## src/shared/sfexm_pkg.sv

```systemverilog
// Shared constants and types for the vector exception classification block
package sfexm_pkg;
  // Exception flag positions in every six-bit mask
  localparam int EXC_INVALID = 0;
  localparam int EXC_DENORMAL = 1;
  localparam int EXC_DIVZERO = 2;
  localparam int EXC_OVERFLOW = 3;
  localparam int EXC_UNDERFLOW = 4;
  localparam int EXC_PRECISION = 5;
  localparam int EXC_W = 6;
  localparam int OP_W = 6;

  // Permitted exception sets
  localparam logic [5:0] MASK_NONE = 6'h00;
  localparam logic [5:0] MASK_INV_DEN = 6'h03;
  localparam logic [5:0] MASK_INV_PREC = 6'h21;
  localparam logic [5:0] MASK_PREC = 6'h20;
  localparam logic [5:0] MASK_ARITH = 6'h3B;
  localparam logic [5:0] MASK_ALL = 6'h3F;

  // Register byte offsets
  localparam logic [3:0] REG_CTRL = 4'h0;
  localparam logic [3:0] REG_STATUS = 4'h4;
  localparam logic [3:0] REG_LAST = 4'h8;
  localparam logic [3:0] REG_DROPPED = 4'hC;
  localparam int ADDR_W = 4;

  // Reset values
  localparam logic [5:0] CTRL_RESET = 6'h3F;
  localparam logic [5:0] STATUS_RESET = 6'h00;
  localparam logic [15:0] DROPPED_RESET = 16'h0000;

  // Field positions in the last-decode register
  localparam int LAST_MASK_LSB = 0;
  localparam int LAST_OP_LSB = 8;
  localparam int LAST_KNOWN_BIT = 16;

  typedef enum logic [5:0] {
    OP_STORE_FP_CONTROL_WORD = 6'h00,
    OP_PACKED_SINGLE_SUB = 6'h01,
    OP_SCALAR_SINGLE_SUB = 6'h02,
    OP_UNORDERED_SINGLE_COMPARE = 6'h03,
    OP_SINGLE_HIGH_INTERLEAVE = 6'h04,
    OP_SINGLE_LOW_INTERLEAVE = 6'h05,
    OP_SINGLE_BITWISE_XOR = 6'h06,
    OP_PACKED_DOUBLE_ADD = 6'h07,
    OP_SCALAR_DOUBLE_ADD = 6'h08,
    OP_DOUBLE_INVERTED_AND = 6'h09,
    OP_DOUBLE_BITWISE_AND = 6'h0A,
    OP_PACKED_DOUBLE_PREDICATE_COMPARE = 6'h0B,
    OP_SCALAR_DOUBLE_PREDICATE_COMPARE = 6'h0C,
    OP_ORDERED_DOUBLE_COMPARE = 6'h0D,
    OP_INT_TO_SINGLE_PACKED = 6'h0E,
    OP_SINGLE_TO_INT_ROUNDED = 6'h0F,
    OP_SINGLE_TO_INT_TRUNCATED = 6'h10,
    OP_INT_TO_DOUBLE_PACKED = 6'h11,
    OP_DOUBLE_TO_INT_ROUNDED = 6'h12,
    OP_DOUBLE_TO_LEGACY_INT_ROUNDED = 6'h13,
    OP_DOUBLE_TO_SINGLE_PACKED = 6'h14,
    OP_LEGACY_INT_TO_DOUBLE = 6'h15,
    OP_SINGLE_TO_DOUBLE_PACKED = 6'h16,
    OP_DOUBLE_TO_GPR_INT_ROUNDED = 6'h17,
    OP_DOUBLE_TO_SINGLE_SCALAR = 6'h18,
    OP_GPR_INT_TO_DOUBLE = 6'h19,
    OP_SINGLE_TO_DOUBLE_SCALAR = 6'h1A,
    OP_DOUBLE_TO_INT_TRUNCATED = 6'h1B,
    OP_DOUBLE_TO_LEGACY_INT_TRUNCATED = 6'h1C,
    OP_DOUBLE_TO_GPR_INT_TRUNCATED = 6'h1D,
    OP_PACKED_DOUBLE_DIVIDE = 6'h1E,
    OP_SCALAR_DOUBLE_DIVIDE = 6'h1F,
    OP_PACKED_DOUBLE_MAXIMUM = 6'h20,
    OP_SCALAR_DOUBLE_MAXIMUM = 6'h21,
    OP_PACKED_DOUBLE_MINIMUM = 6'h22,
    OP_SCALAR_DOUBLE_MINIMUM = 6'h23,
    OP_ALIGNED_DOUBLE_MOVE = 6'h24,
    OP_HIGH_DOUBLE_MOVE = 6'h25,
    OP_LOW_DOUBLE_MOVE = 6'h26,
    OP_DOUBLE_SIGN_EXTRACT = 6'h27,
    OP_SCALAR_DOUBLE_MOVE = 6'h28,
    OP_UNALIGNED_DOUBLE_MOVE = 6'h29,
    OP_PACKED_DOUBLE_MULTIPLY = 6'h2A,
    OP_SCALAR_DOUBLE_MULTIPLY = 6'h2B
  } sfexm_op_t;
endpackage

```

## src/rtl/sfexm_top.sv

```systemverilog
// Exception permission classifier with flag gating and register slave
//
// Contract
// - Unordered single low compare may report only invalid and denormal.
// - Single interleaves never raise any exception.
// - Double add, packed and scalar: all but divide-by-zero.
// - Double AND and inverted AND are pure bit operations, no exceptions.
// - Double predicate compares may report only invalid and denormal.
// - Ordered double low compare may report only invalid and denormal.
// - Four integers to single may raise only precision.
// - Rounded float to integer conversions may raise only invalid and precision.
// - Truncating float to integer conversions may raise only invalid and precision.
// - Two integers to double from vector register never raise exceptions.
// - Legacy register integers to double raise no exception.
// - General register integer to double raises no exception.
// - Packed double to single narrowing: all but divide-by-zero.
// - Scalar double to single narrowing: all but divide-by-zero.
// - Packed single to double widening: only invalid and denormal.
// - Scalar single to double widening: only invalid and denormal.
// - Double divide, packed and scalar, may raise all six.
// - Double maximum and minimum: only invalid and denormal.
// - Double moves of every kind never raise exceptions.
// - Double sign extraction never raises exceptions.
// - Double multiply, packed and scalar: all but divide-by-zero.
module sfexm_top
  import sfexm_pkg::*;
#(
  parameter int DROP_W = 16
) (
  input wire logic ref_clk,
  input wire logic rst_n,
  input wire logic [ADDR_W-1:0] avs_address,
  input wire logic avs_read,
  input wire logic avs_write,
  input wire logic [31:0] avs_writedata,
  input wire logic [3:0] avs_byteenable,
  output logic [31:0] avs_readdata,
  output logic avs_waitrequest,
  input wire logic dec_valid,
  input wire logic [OP_W-1:0] dec_op,
  input wire logic exe_valid,
  input wire logic [EXC_W-1:0] exe_flags,
  output logic [EXC_W-1:0] allow_mask,
  output logic allow_valid,
  output logic [EXC_W-1:0] exc_flags,
  output logic exc_valid
);

  logic [EXC_W-1:0] ctrl_enable_r;
  logic [EXC_W-1:0] status_r;
  logic [EXC_W-1:0] last_mask_r;
  logic [OP_W-1:0] last_op_r;
  logic last_known_r;
  logic [DROP_W-1:0] dropped_r;
  logic waitreq_r;
  logic [31:0] rdata_r;
  logic [EXC_W-1:0] mask_r;
  logic mask_valid_r;
  logic [EXC_W-1:0] flags_r;
  logic flags_valid_r;
  logic bus_req;
  logic bus_done;
  logic [EXC_W-1:0] dec_mask;
  logic [EXC_W-1:0] gated;
  logic [EXC_W-1:0] status_clr;

  function automatic logic op_known(input logic [OP_W-1:0] op);
    op_known = (op <= OP_SCALAR_DOUBLE_MULTIPLY);
  endfunction

  // Permitted exception set for one opcode
  function automatic logic [EXC_W-1:0] op_mask(input logic [OP_W-1:0] op);
    case (op)
      OP_PACKED_SINGLE_SUB, OP_SCALAR_SINGLE_SUB:
        op_mask = MASK_ARITH;
      OP_UNORDERED_SINGLE_COMPARE:
        op_mask = MASK_INV_DEN;
      OP_SINGLE_HIGH_INTERLEAVE, OP_SINGLE_LOW_INTERLEAVE:
        op_mask = MASK_NONE;
      OP_PACKED_DOUBLE_ADD, OP_SCALAR_DOUBLE_ADD:
        op_mask = MASK_ARITH;
      OP_DOUBLE_INVERTED_AND, OP_DOUBLE_BITWISE_AND, OP_SINGLE_BITWISE_XOR:
        op_mask = MASK_NONE;
      OP_PACKED_DOUBLE_PREDICATE_COMPARE, OP_SCALAR_DOUBLE_PREDICATE_COMPARE:
        op_mask = MASK_INV_DEN;
      OP_ORDERED_DOUBLE_COMPARE:
        op_mask = MASK_INV_DEN;
      OP_INT_TO_SINGLE_PACKED:
        op_mask = MASK_PREC;
      OP_SINGLE_TO_INT_ROUNDED, OP_DOUBLE_TO_INT_ROUNDED,
      OP_DOUBLE_TO_LEGACY_INT_ROUNDED, OP_DOUBLE_TO_GPR_INT_ROUNDED:
        op_mask = MASK_INV_PREC;
      OP_SINGLE_TO_INT_TRUNCATED, OP_DOUBLE_TO_INT_TRUNCATED,
      OP_DOUBLE_TO_LEGACY_INT_TRUNCATED, OP_DOUBLE_TO_GPR_INT_TRUNCATED:
        op_mask = MASK_INV_PREC;
      OP_INT_TO_DOUBLE_PACKED:
        op_mask = MASK_NONE;
      OP_LEGACY_INT_TO_DOUBLE:
        op_mask = MASK_NONE;
      OP_GPR_INT_TO_DOUBLE:
        op_mask = MASK_NONE;
      OP_DOUBLE_TO_SINGLE_PACKED:
        op_mask = MASK_ARITH;
      OP_DOUBLE_TO_SINGLE_SCALAR:
        op_mask = MASK_ARITH;
      OP_SINGLE_TO_DOUBLE_PACKED:
        op_mask = MASK_INV_DEN;
      OP_SINGLE_TO_DOUBLE_SCALAR:
        op_mask = MASK_INV_DEN;
      OP_PACKED_DOUBLE_DIVIDE, OP_SCALAR_DOUBLE_DIVIDE:
        op_mask = MASK_ALL;
      OP_PACKED_DOUBLE_MAXIMUM, OP_SCALAR_DOUBLE_MAXIMUM,
      OP_PACKED_DOUBLE_MINIMUM, OP_SCALAR_DOUBLE_MINIMUM:
        op_mask = MASK_INV_DEN;
      OP_ALIGNED_DOUBLE_MOVE, OP_HIGH_DOUBLE_MOVE, OP_LOW_DOUBLE_MOVE,
      OP_SCALAR_DOUBLE_MOVE, OP_UNALIGNED_DOUBLE_MOVE:
        op_mask = MASK_NONE;
      OP_DOUBLE_SIGN_EXTRACT:
        op_mask = MASK_NONE;
      OP_PACKED_DOUBLE_MULTIPLY, OP_SCALAR_DOUBLE_MULTIPLY:
        op_mask = MASK_ARITH;
      // control word store and unknown codes empty
      default:
        op_mask = MASK_NONE;
    endcase
  endfunction

  assign bus_req = avs_read | avs_write;
  assign bus_done = bus_req & ~waitreq_r;
  assign dec_mask = op_mask(dec_op) & ctrl_enable_r;
  assign gated = exe_flags & mask_r;

  always_comb begin
    status_clr = '0;
    if (avs_write && bus_done && avs_address == REG_STATUS && avs_byteenable[0]) begin
      status_clr = avs_writedata[EXC_W-1:0];
    end
  end

  // One wait cycle per access, then completion
  always_ff @(posedge ref_clk or negedge rst_n) begin
    if (!rst_n) begin
      waitreq_r <= 1'b1;
    end else if (bus_req && waitreq_r) begin
      waitreq_r <= 1'b0;
    end else begin
      waitreq_r <= 1'b1;
    end
  end

  always_ff @(posedge ref_clk or negedge rst_n) begin
    if (!rst_n) begin
      rdata_r <= 32'h0000_0000;
    end else if (avs_read && waitreq_r) begin
      case (avs_address)
        REG_CTRL: rdata_r <= {26'h000_0000, ctrl_enable_r};
        REG_STATUS: rdata_r <= {26'h000_0000, status_r};
        REG_LAST: rdata_r <= {15'h0000, last_known_r, 2'h0, last_op_r,
                              2'h0, last_mask_r};
        REG_DROPPED: rdata_r <= 32'(dropped_r);
        default: rdata_r <= 32'h0000_0000;
      endcase
    end
  end

  always_ff @(posedge ref_clk or negedge rst_n) begin
    if (!rst_n) begin
      ctrl_enable_r <= CTRL_RESET;
    end else if (avs_write && bus_done && avs_address == REG_CTRL && avs_byteenable[0]) begin
      ctrl_enable_r <= avs_writedata[EXC_W-1:0];
    end
  end

  // Sticky gated flags; a new flag beats a same-cycle clear
  always_ff @(posedge ref_clk or negedge rst_n) begin
    if (!rst_n) begin
      status_r <= STATUS_RESET;
    end else begin
      status_r <= (status_r & ~status_clr) | (exe_valid ? gated : MASK_NONE);
    end
  end

  always_ff @(posedge ref_clk or negedge rst_n) begin
    if (!rst_n) begin
      dropped_r <= '0;
    end else if (avs_write && bus_done && avs_address == REG_DROPPED) begin
      dropped_r <= '0;
    end else if (exe_valid && (exe_flags & ~mask_r) != MASK_NONE && ~&dropped_r) begin
      dropped_r <= dropped_r + 1'b1;
    end
  end

  // mask presented one cycle after decode
  always_ff @(posedge ref_clk or negedge rst_n) begin
    if (!rst_n) begin
      mask_r <= MASK_NONE;
      mask_valid_r <= 1'b0;
    end else begin
      mask_valid_r <= dec_valid;
      if (dec_valid) begin
        mask_r <= dec_mask;
      end
    end
  end

  always_ff @(posedge ref_clk or negedge rst_n) begin
    if (!rst_n) begin
      last_mask_r <= MASK_NONE;
      last_op_r <= '0;
      last_known_r <= 1'b0;
    end else if (dec_valid) begin
      last_mask_r <= dec_mask;
      last_op_r <= dec_op;
      last_known_r <= op_known(dec_op);
    end
  end

  always_ff @(posedge ref_clk or negedge rst_n) begin
    if (!rst_n) begin
      flags_r <= MASK_NONE;
      flags_valid_r <= 1'b0;
    end else begin
      flags_valid_r <= exe_valid;
      flags_r <= exe_valid ? gated : MASK_NONE;
    end
  end

  assign avs_readdata = rdata_r;
  assign avs_waitrequest = waitreq_r;
  assign allow_mask = mask_r;
  assign allow_valid = mask_valid_r;
  assign exc_flags = flags_r;
  assign exc_valid = flags_valid_r;

endmodule

```

## config.mk

```make
export PLATFORM = sky130hd
export DESIGN_NAME = sfexm_top
export DESIGN_NICKNAME = d
export VERILOG_FILES = /design/src/shared/sfexm_pkg.sv /design/src/rtl/sfexm_top.sv
export SDC_FILE = /design/constraint.sdc
export NUM_CORES = 1
export LEC_CHECK = 0
export BUFFER_PORTS_ARGS = -buffer_cell sky130_fd_sc_hd__buf_4
export CAP_MARGIN = 20
export CORE_MARGIN = 8
export CORE_UTILIZATION = 56
export DETAILED_ROUTE_END_ITERATION = 6
export GPL_ROUTABILITY_DRIVEN = 1
export GPL_TIMING_DRIVEN = 1
export PLACE_DENSITY = 0.86
export SLEW_MARGIN = 20
export SYNTH_ARGS = -nofsm -noshare
export SYNTH_HDL_FRONTEND = slang
export SYNTH_SLANG_ARGS = --single-unit
```

## constraint.sdc

```tcl
create_clock -name ref_clk -period 4.29 [get_ports ref_clk]
set_clock_uncertainty 0.1 [all_clocks]
set_input_delay 0.2145 -clock ref_clk [delete_from_list [all_inputs] [get_ports ref_clk]]
set_output_delay 0.2145 -clock ref_clk [all_outputs]
set_load 0.02 [all_outputs]
```

==> results of run 1 <==
==> per-stage QoR <==
step                setup WS, ps  power [uW]  utilization  cells  hold WS [ps]
finish                      2140        1640        0.671    462          18.5
global route                1950        1720        0.671    462          9.92
CTS                         2140        1650        0.671    462          4.13
detailed placement          2160        1130        0.634    442           265
global placement            2220        1110        0.634    442           256
floorplan                   2500        1010            -    337          -181
==> layout make-up <==
type                       count  share of cell area
inverter                      11             0.00986
multi-input combinational    226               0.399
timing repair buffer          65               0.119
sequential                    67               0.402
clock inverter                 5              0.0125
tap                           77              0.0230
clock buffer                  11              0.0338
==> synthesized netlist by cell type, types with 4 or more instances <==
cell       n
mux2i_1   13
a22o_1     7
and3_1    11
clkbuf_1  10
a21oi_1   16
dfstp_2    7
nand4_1    4
mux2_2    13
nor2b_1    4
nor2_1     8
dfrtp_1   60
or4_1     10
o21ai_0    5
a21o_1     6
a32o_1     5
nand3_1    7
o21ai_1   11
buf_2      5
or3_1      6
inv_1     11
nand2_1   28
buf_4     15
ha_1       7
o31ai_1    9
mux4_2     8
==> worst paths after layout <==
| path | to | startpoint |
|---|---|---|
| max | dropped_r[11] | allow_mask[0] |
| min | allow_valid | dec_valid |
| max reg2reg | dropped_r[11] | allow_mask[0] |
| min reg2reg | status_r[5] | status_r[5] |
| max in group asynchronous | dropped_r[15] | rst_n |
| min in group asynchronous | status_r[3] | rst_n |
==> critical path: stages, from the launching register on <==
cell      delay (ps)
dfrtp_1          420
inv_1            100
a2111o_1         450
o21ai_2          640
or4_1            230
a21oi_1           70
==> routing by layer <==
layer  part of all wire  GRT usage  up-vias  routed length, um
met4              0.017     0.0973        0                145
met3              0.087     0.0260       14                756
met5                  0          0        -                  0
met2               0.48      0.322       99               4170
li1                   -          -     1274                  -
met1               0.41      0.253     1360               3580
==> what timing repair did <==
action,in CTS,in global routing
setup buffers,0,0
endpoints found under the hold margin,62,0
resized for setup,0,0
hold buffers,4,0
==> state kept, by name, summed over array words and instances (netlist names) <==
| register | cells |
|---|---|
| status_r | 6 |
| ctrl_enable_r | 6 |
| exc_valid | 1 |
| dropped_r | 16 |
| avs_readdata | 17 |
| allow_valid | 1 |
| exc_flags | 6 |
| allow_mask | 6 |
| last_op_r | 6 |
| avs_waitrequest | 1 |
| last_known_r | 1 |
==> where the power goes <==
part / leakage [uW] / internal, uW / switching, uW
logic: 0.00101 / 145 / 169
registers: 0.000860 / 723 / 88.8
clock network: 0.0000991 / 281 / 234
==> kinds of logic after synthesis <==
logic type,after synthesis
and+or+nand+nor,95
AOI/OAI and AO/OA,74
DFF,67
buffers and inverters,44
muxes,34
adders and majority gates,7
other,1
xor gates and xnor gates,1
==> run metrics, run 1 <==
initial antenna violation count=0; Lkg Pwr=0.00197 uW; RSZ-0062 raised after global routing=no; Root Buffer=clkbuf_8; Layout area overhead=18.0%; share of layout cells above drive strength 1=0.291; CTS buffer count=9; die width=95.6 um; Final min period=about 2200 ps; Global Route Usage Sum=0.198; Hold Crit Class=primary input to flop; fmax=0.464 GHz; core area=6240 um2; worst skew pair latency=340 ps; Critical Path Start Type=flop; maximum vdd drop=231 uV; top-area cell type share of the netlist area=0.423; Post-Syn Area per Cell=11.0 um2; Hold Path Stages=1; Yosys top cell by area=dfrtp_1; Synth Area in Simple Gates=0.154; clock sinks=67; Yosys reg bits=67; Synth Cell Area=around 3500 um2; worst rel slew slack=0.450; most frequent cells in the layout=61 x buf_4, 60 x dfrtp_1, 28 x nand2_1; Post-Layout Inst Area=4190 um2; CP Max Fanout=21; ranking of synthesized cells by area=dfrtp_1 42%, dfstp_2 5.2%, mux4_2 5.1%; Clock Path Buffers=2; hpwl dp=6120 um; initial drt markers=roughly 230; largest net degree at the start of global routing=68; Starting Density=0.569; R2R depth=5; FF+latch area=1690 um2; Pre-antenna DRT Iters=4; top_reg_cell synth=dfrtp_1; Die Ht=95.6 um; commonest non-fill, non-tap cell in the layout=buf_4; first-pass GRT wire length=14000 um; worst slew pin tran=between 800 and 900 ps; Synth Area in Compound Gates=0.146; Filler cells=480; FFs w/ async S/R, synth=1.00; adder-cell share of the synthesized area=0.0247; CP Data Arrival Time=between 2000 and 2500 ps; Inserted Diodes=0; detailed-route via count=2747; post-synthesis cell count=around 320; Vias/cell=roughly 6; full die area=about 9000 um2; Setup TNS=0 ps; # IOs=roughly 110; outcome=completed; routed len/inst=18.7 um; port buffer count=60; final setup vio count=0; H-tree Lvls=3; vias in the first global route=2769; Slew Limit Fails=0; fin nets=445; Final period util=0.502; number of core rows=29; Worst setup EP type=flop; reg-to-reg setup timing slack=around 2100 ps; Detail Route Antenna Nets=0; number of flops mapped to enable cells by yosys=0; area occupied by multi-input gates=1670 um2; Final GP Congestion=0.842; Hold Vio Cnt, Final=0; main combinational cell family by area after synthesis=simple AND/OR/NAND/NOR gates; kind of critical path=flop to flop; Remaining Overflow, GRT=0; Placed Area=3950 um2; Clk pin slew, worst setup/hold paths=70 ps; DRC Markers=0; mux contribution to synthesized area=0.129; number of library cell types mapped by synthesis=51; yosys warns=0; max capacitance violation total=0; xor and xnor area share after synthesis=0.00247; CTS tree=built; Seq/Total Area, Yosys=0.475; Critical Path RT=4380 ps; Pwr Density=392 nW/um2; drt total wl=8640 um
Note: power is estimated with default switching activity, not from simulation.
==> run 2: changes to the inputs <==
--- a/config.mk
+++ b/config.mk
@@ -8,11 +8,11 @@
 export BUFFER_PORTS_ARGS = -buffer_cell sky130_fd_sc_hd__buf_4
 export CAP_MARGIN = 20
 export CORE_MARGIN = 8
-export CORE_UTILIZATION = 56
+export CORE_UTILIZATION = 52
 export DETAILED_ROUTE_END_ITERATION = 6
 export GPL_ROUTABILITY_DRIVEN = 1
 export GPL_TIMING_DRIVEN = 1
-export PLACE_DENSITY = 0.86
+export PLACE_DENSITY = 0.8
 export SLEW_MARGIN = 20
 export SYNTH_ARGS = -nofsm -noshare
 export SYNTH_HDL_FRONTEND = slang
==> constraint.sdc (replaced) <==
create_clock -name ref_clk -period 2.24 [get_ports ref_clk]
set_clock_uncertainty 0.1 [all_clocks]
set_input_delay 0.112 -clock ref_clk [delete_from_list [all_inputs] [get_ports ref_clk]]
set_output_delay 0.112 -clock ref_clk [all_outputs]
set_load 0.02 [all_outputs]
==> run metrics, run 2 (synthesis gave the netlist of run 1 again) <==
number of core rows=30 (was 29); Final min period=2100 ps; Filler cells=486 (was 480); initial antenna violation count=0 (unchanged); R2R depth=5 (unchanged); Inserted Diodes=0 (unchanged); Comb power frac=0.195 (was 0.191); kind of critical path=primary input to flop (was flop to flop); Net Switching=951 uW (was 492 uW); Lkg Pwr=0.00207 uW (was 0.00197 uW); CP Data Arrival Time=2220 ps (was 2250 ps); worst slew pin tran=807 ps (was 825 ps); worst skew pair latency=350 ps (was 340 ps); Final GP Congestion=0.890 (was 0.842); fin nets=466 (was 445); Global Route Usage Sum=0.195 (was 0.198); Starting Density=0.531 (was 0.569); Hold Path Stages=2 (was 1); initial drt markers=207 (was 225); Hold Vio Cnt, Final=0 (unchanged); Detail Route Antenna Nets=0 (unchanged); DRC Markers=0 (unchanged); maximum vdd drop=560 uV (was 231 uV); CP Max Fanout=10 (was 21); Min Hold Slack=52.7 ps (was 18.5 ps); final setup vio count=0 (unchanged); first-pass GRT wire length=15200 um (was 14000 um); hpwl dp=6390 um (was 6120 um); core area=6680 um2 (was 6240 um2); fin cells=486 (was 462); dpl cells=449 (was 442); vias in the first global route=2971 (was 2769); CTS buffer count=9 (unchanged); largest net degree at the start of global routing=68 (unchanged); full die area=9720 um2 (was 9140 um2); Die Ht=98.6 um (was 95.6 um); Remaining Overflow, GRT=0 (unchanged); P_int=2350 uW (was 1150 uW); worst reg2reg path startpoint=dropped_r[0] (was allow_mask[0]); H-tree Lvls=3 (unchanged); hold worst-path end=last_op_r[3] (was allow_valid); drt total wl=8990 um (was 8640 um); Critical Path RT=2360 ps (was 4380 ps); clock sinks=67 (unchanged); CTS tree=built (unchanged); max capacitance violation total=0 (unchanged); Vias/cell=5.89 (was 5.95); Hold Crit Class=primary input to flop (unchanged); Layout area overhead=24.6% (was 18.0%); Clock Path Buffers=2 (unchanged); # IOs=105 (unchanged); Root Buffer=clkbuf_8 (unchanged); Pwr Density=745 nW/um2 (was 392 nW/um2); most frequent cells in the layout=65 x buf_4, 60 x dfrtp_1, 28 x nand2_1 (was 61 x buf_4, 60 x dfrtp_1, 28 x nand2_1); commonest non-fill, non-tap cell in the layout=buf_4 (unchanged); Sequential Power Share=0.469 (was 0.495); FF-to-FF End=dropped_r[8] (was dropped_r[11]); routed len/inst=18.5 um (was 18.7 um); outcome=completed (unchanged); sw frac=0.288 (was 0.300); Slew Limit Fails=0 (unchanged); hold path start=dec_op[3] (was dec_valid); Clk pin slew, worst setup/hold paths=70 ps (about the same); port buffer count=60 (unchanged); Critical Path Start Type=primary input (was flop); reg-to-reg setup timing slack=290 ps (was 2140 ps); Worst setup EP type=flop (unchanged); Clock power frac=0.336 (was 0.314); max reg flops=17 (unchanged); die width=98.6 um (was 95.6 um); Final period util=0.936; worst rel slew slack=0.462 (was 0.450); detailed-route via count=2861 (was 2747); fmax=0.477 GHz; Pre-antenna DRT Iters=4 (unchanged); share of layout cells above drive strength 1=0.288 (was 0.291)
[run 2: cell count changes in the layout (fill, tap and decap cells not counted)]
cell,previous run,this run
ha_2,0,1
ha_1,7,6
dlygate4sd3_1,4,21
bufinv_16,1,2
nor2b_2,0,1
clkbuf_1,1,2
clkinv_2,3,1
buf_4,61,65
nor2b_1,4,3
clkinv_4,0,1
clkinvlp_4,1,0
[run 2: stage by stage]
step	total power [uW]	area (um2)	setup slack [ps]	utilization	TNS [ps]
final	3300	4420	143	0.662	0
after global routing	3450	4420	-14.2	0.662	-14.2
after CTS	3310	4420	153	0.661	0
after detailed placement	2170	3990	327	0.597	0
after global placement	2140	3990	354	0.597	0
after floorplan	1940	3600	454	-	0
[run 2: cell type report]
| type | count | area [um2] | area share |
|---|---|---|---|
| Sequential cell | 67 | 1690 | 0.381 |
| Multi-Input combinational cell | 226 | 1680 | 0.379 |
| Timing Repair Buffer | 86 | 698 | 0.158 |
| Clock buffer | 12 | 145 | 0.0328 |
| Tap cell | 80 | 100 | 0.0226 |
| Clock inverter | 4 | 73.8 | 0.0167 |
| Inverter | 11 | 41.3 | 0.00934 |
[run 2: per-layer routing]
metal	share of wire	wire length, um	global-route usage	vias to the layer above
met4	0.014	126	0.0649	0
li1	-	-	-	1327
met2	0.49	4390	0.315	116
met1	0.41	3710	0.246	1407
met5	0	0	0	-
met3	0.085	766	0.0564	11
[run 2: worst max path at each step]
stage	slack [ps]	depth (start not counted)	to	start
2_1_floorplan	450	7	dropped_r[2]	allow_mask[3]
3_3_place_gp	350	5	dropped_r[8]	dropped_r[0]
3_5_place_dp	330	5	dropped_r[8]	dropped_r[0]
4_1_cts	150	9	allow_mask[0]	dec_op[1]
5_1_grt	-10	9	allow_mask[0]	dec_op[1]
6_report	140	9	allow_mask[0]	dec_op[1]
[run 2: power groups by stage]
stage	logic, uW	clock network [uW]	registers [uW]
6_report	642	1110	1550
3_5_place_dp	604	0	1560
2_1_floorplan	389	0	1550
5_1_grt	708	1180	1570
4_1_cts	640	1130	1540
3_3_place_gp	585	0	1550
[run 2: worst max-delay path, cell delays in order]
cell and delay, ps:
dlygate4sd3_1 530, buf_4 170, inv_1 110, ha_2 210, nor2b_2 190, a21oi_1 70, mux4_2 500, o2111ai_1 220
o21ai_0 110
[run 2: timing repair]
item	CTS	global route
hold buffers	21	0
endpoints found under the setup margin	0	1
endpoints found under the hold margin	85	0
resized for setup	0	2
setup buffers	0	0
==> run 3: changes to the inputs <==
--- a/config.mk
+++ b/config.mk
@@ -8,11 +8,10 @@
 export BUFFER_PORTS_ARGS = -buffer_cell sky130_fd_sc_hd__buf_4
 export CAP_MARGIN = 20
 export CORE_MARGIN = 8
-export CORE_UTILIZATION = 52
+export CORE_UTILIZATION = 35
 export DETAILED_ROUTE_END_ITERATION = 6
 export GPL_ROUTABILITY_DRIVEN = 1
 export GPL_TIMING_DRIVEN = 1
-export PLACE_DENSITY = 0.8
 export SLEW_MARGIN = 20
 export SYNTH_ARGS = -nofsm -noshare
 export SYNTH_HDL_FRONTEND = slang
==> constraint.sdc (replaced) <==
create_clock -name ref_clk -period 1.9 [get_ports ref_clk]
set_clock_uncertainty 0.1 [all_clocks]
set_input_delay 0.095 -clock ref_clk [delete_from_list [all_inputs] [get_ports ref_clk]]
set_output_delay 0.095 -clock ref_clk [all_outputs]
set_load 0.02 [all_outputs]
==> run metrics, run 3 (synthesis gave the netlist of run 1 again) <==
outcome=completed (unchanged); fmax=approximately 0.55 GHz; Slew Limit Fails=0 (unchanged); max reg flops=17 (unchanged); Post-Layout Inst Area=4670 um2 (was 4420 um2); Remaining Overflow, GRT=0 (unchanged); hpwl dp=6890 um (was 6390 um); port buffer count=60 (unchanged); maximum vdd drop=378 uV (was 560 uV); FF+latch area=1690 um2 (unchanged); family with the most delay on the worst path=buffers and inverters (unchanged); R2R depth=5 (unchanged); Vias/cell=5.12 (was 5.89); commonest non-fill, non-tap cell in the layout=buf_4 (unchanged); Critical Path RT=2070 ps (was 2360 ps); Starting Density=0.361 (was 0.531); die width=117 um (was 98.6 um); Clock Path Buffers=2 (unchanged); Crit path depth=8 (was 9); routed len/inst=16.5 um (was 18.5 um); utilization after layout=0.476 (was 0.662); CP Max Fanout=21 (was 10); detailed-route via count=2873 (was 2861); H-tree Lvls=3 (unchanged); Hold Crit Class=primary input to flop (unchanged); CP Data Arrival Time=2000 ps (was 2220 ps); most frequent cells in the layout=87 x buf_4, 60 x dfrtp_1, 28 x nand2_1 (was 65 x buf_4, 60 x dfrtp_1, 28 x nand2_1); Worst setup EP type=flop (unchanged); CTS tree=built (unchanged); largest net degree at the start of global routing=41 (was 68); Pwr Density=821 nW/um2 (was 745 nW/um2); Hold Vio Cnt, Final=0 (unchanged); Inserted Diodes=0 (unchanged); final setup vio count=0 (unchanged); worst reg2reg path startpoint=dropped_r[0] (unchanged); initial antenna violation count=0 (unchanged); initial drt markers=188 (was 207); # IOs=105 (unchanged); clock sinks=67 (unchanged); Filler cells=924 (was 486); dpl cells=526 (was 449); core area=9820 um2 (was 6680 um2); Final period util=0.963; share of layout cells above drive strength 1=0.332 (was 0.288); vias in the first global route=2838 (was 2971); Hold Path Stages=2 (unchanged); Final GP Congestion=0.859 (was 0.890); CP max stage cell=dlygate4sd3_1 (unchanged); FF-to-FF End=dropped_r[8] (unchanged); drt total wl=9260 um (was 8990 um); CTS buffer count=9 (unchanged); number of core rows=36 (was 30); Root Buffer=clkbuf_8 (unchanged); Detail Route Antenna Nets=0 (unchanged); Die Ht=117 um (was 98.6 um); worst skew pair latency=340 ps (was 350 ps); Placed Area=4270 um2 (was 3990 um2); CP Buf/Inv Count=3 (unchanged); hold path start=exe_flags[1] (was dec_op[3]); Layout area overhead=31.7% (was 24.6%); DRC Markers=0 (unchanged); Final min period=1830 ps; max capacitance violation total=0 (unchanged); Global Route Usage Sum=0.140 (was 0.195); kind of critical path=primary input to flop (unchanged); area occupied by multi-input gates=1690 um2 (was 1680 um2); full die area=13600 um2 (was 9720 um2); largest stage delay on the critical path=540 ps (was 530 ps); Critical Path Start Type=primary input (unchanged); reg-to-reg setup timing slack=70 ps (was 290 ps); Pre-antenna DRT Iters=5 (was 4); first-pass GRT wire length=14800 um (was 15200 um); Min Hold Slack=15.6 ps (was 52.7 ps); crit path cell chain=dlygate4sd3_1 -> buf_4 -> nor2b_1 -> a2111o_1 -> o21ai_2 -> buf_12 -> or4_1 -> a21oi_2 (was dlygate4sd3_1 -> buf_4 -> inv_1 -> ha_2 -> nor2b_2 -> a21oi_1 -> mux4_2 -> o2111ai_1 -> o21ai_0); hold worst-path end=exc_flags[1] (was last_op_r[3]); fin cells=561 (was 486); fin nets=489 (was 466); Clk pin slew, worst setup/hold paths=70 ps (about the same); Lkg Pwr=0.00219 uW (was 0.00207 uW)
==> run 3: per-stage QoR <==
stage	total power (uW)	setup slack [ps]	TNS [ps]
global placement	2650	44.8	0
CTS	3850	19.8	0
detailed placement	2680	49.2	0
finish	3840	70.4	0
floorplan	2280	114	0
global route	4020	-16.0	-67.5
==> run 3: worst reg2reg max path, stage by stage, from the launching register on <==
cell and delay (ps):
dfrtp_1 400, ha_2 250, nand2_1 90, or3_1 370, or4_1 410, a21oi_1 150
==> run 3: worst max-delay path by stage <==
stage                    start          endpoint  slack, ps
2_1_floorplan    allow_mask[3]      dropped_r[2]        110
3_3_place_gp      dropped_r[0]     dropped_r[12]         40
3_5_place_dp      dropped_r[0]     dropped_r[12]         50
4_1_cts           exe_flags[5]     dropped_r[14]         20
5_1_grt        avs_waitrequest  ctrl_enable_r[1]        -20
6_report          exe_flags[4]     dropped_r[13]         70
==> run 3: layer usage <==
layer	track usage	part of all wire
met3	0.0248	0.068
met1	0.190	0.45
met5	0	0
met4	0.0648	0.019
met2	0.214	0.46
==> run 3: power breakdown <==
group | internal (uW) | leakage (uW) | switching, uW
clock | 631 | 0.0000962 | 513
combinational | 452 | 0.00124 | 468
sequential | 1630 | 0.000860 | 142
==> run 3: layout make-up <==
type / count / area share
multi-input cells: 226 / 0.362
flip-flops and latches: 67 / 0.361
repair buffers: 109 / 0.193
well taps: 133 / 0.0356
clock buffers: 12 / 0.0311
inverters: 11 / 0.00884
clock inverters: 3 / 0.00857
==> run 3: what timing repair did <==
item                       CTS  global route
hold buffers                19             0
hold endpoints to repair    84             0
setup buffers                0             1
setup endpoints to repair    0            11
gates resized for setup      0             4
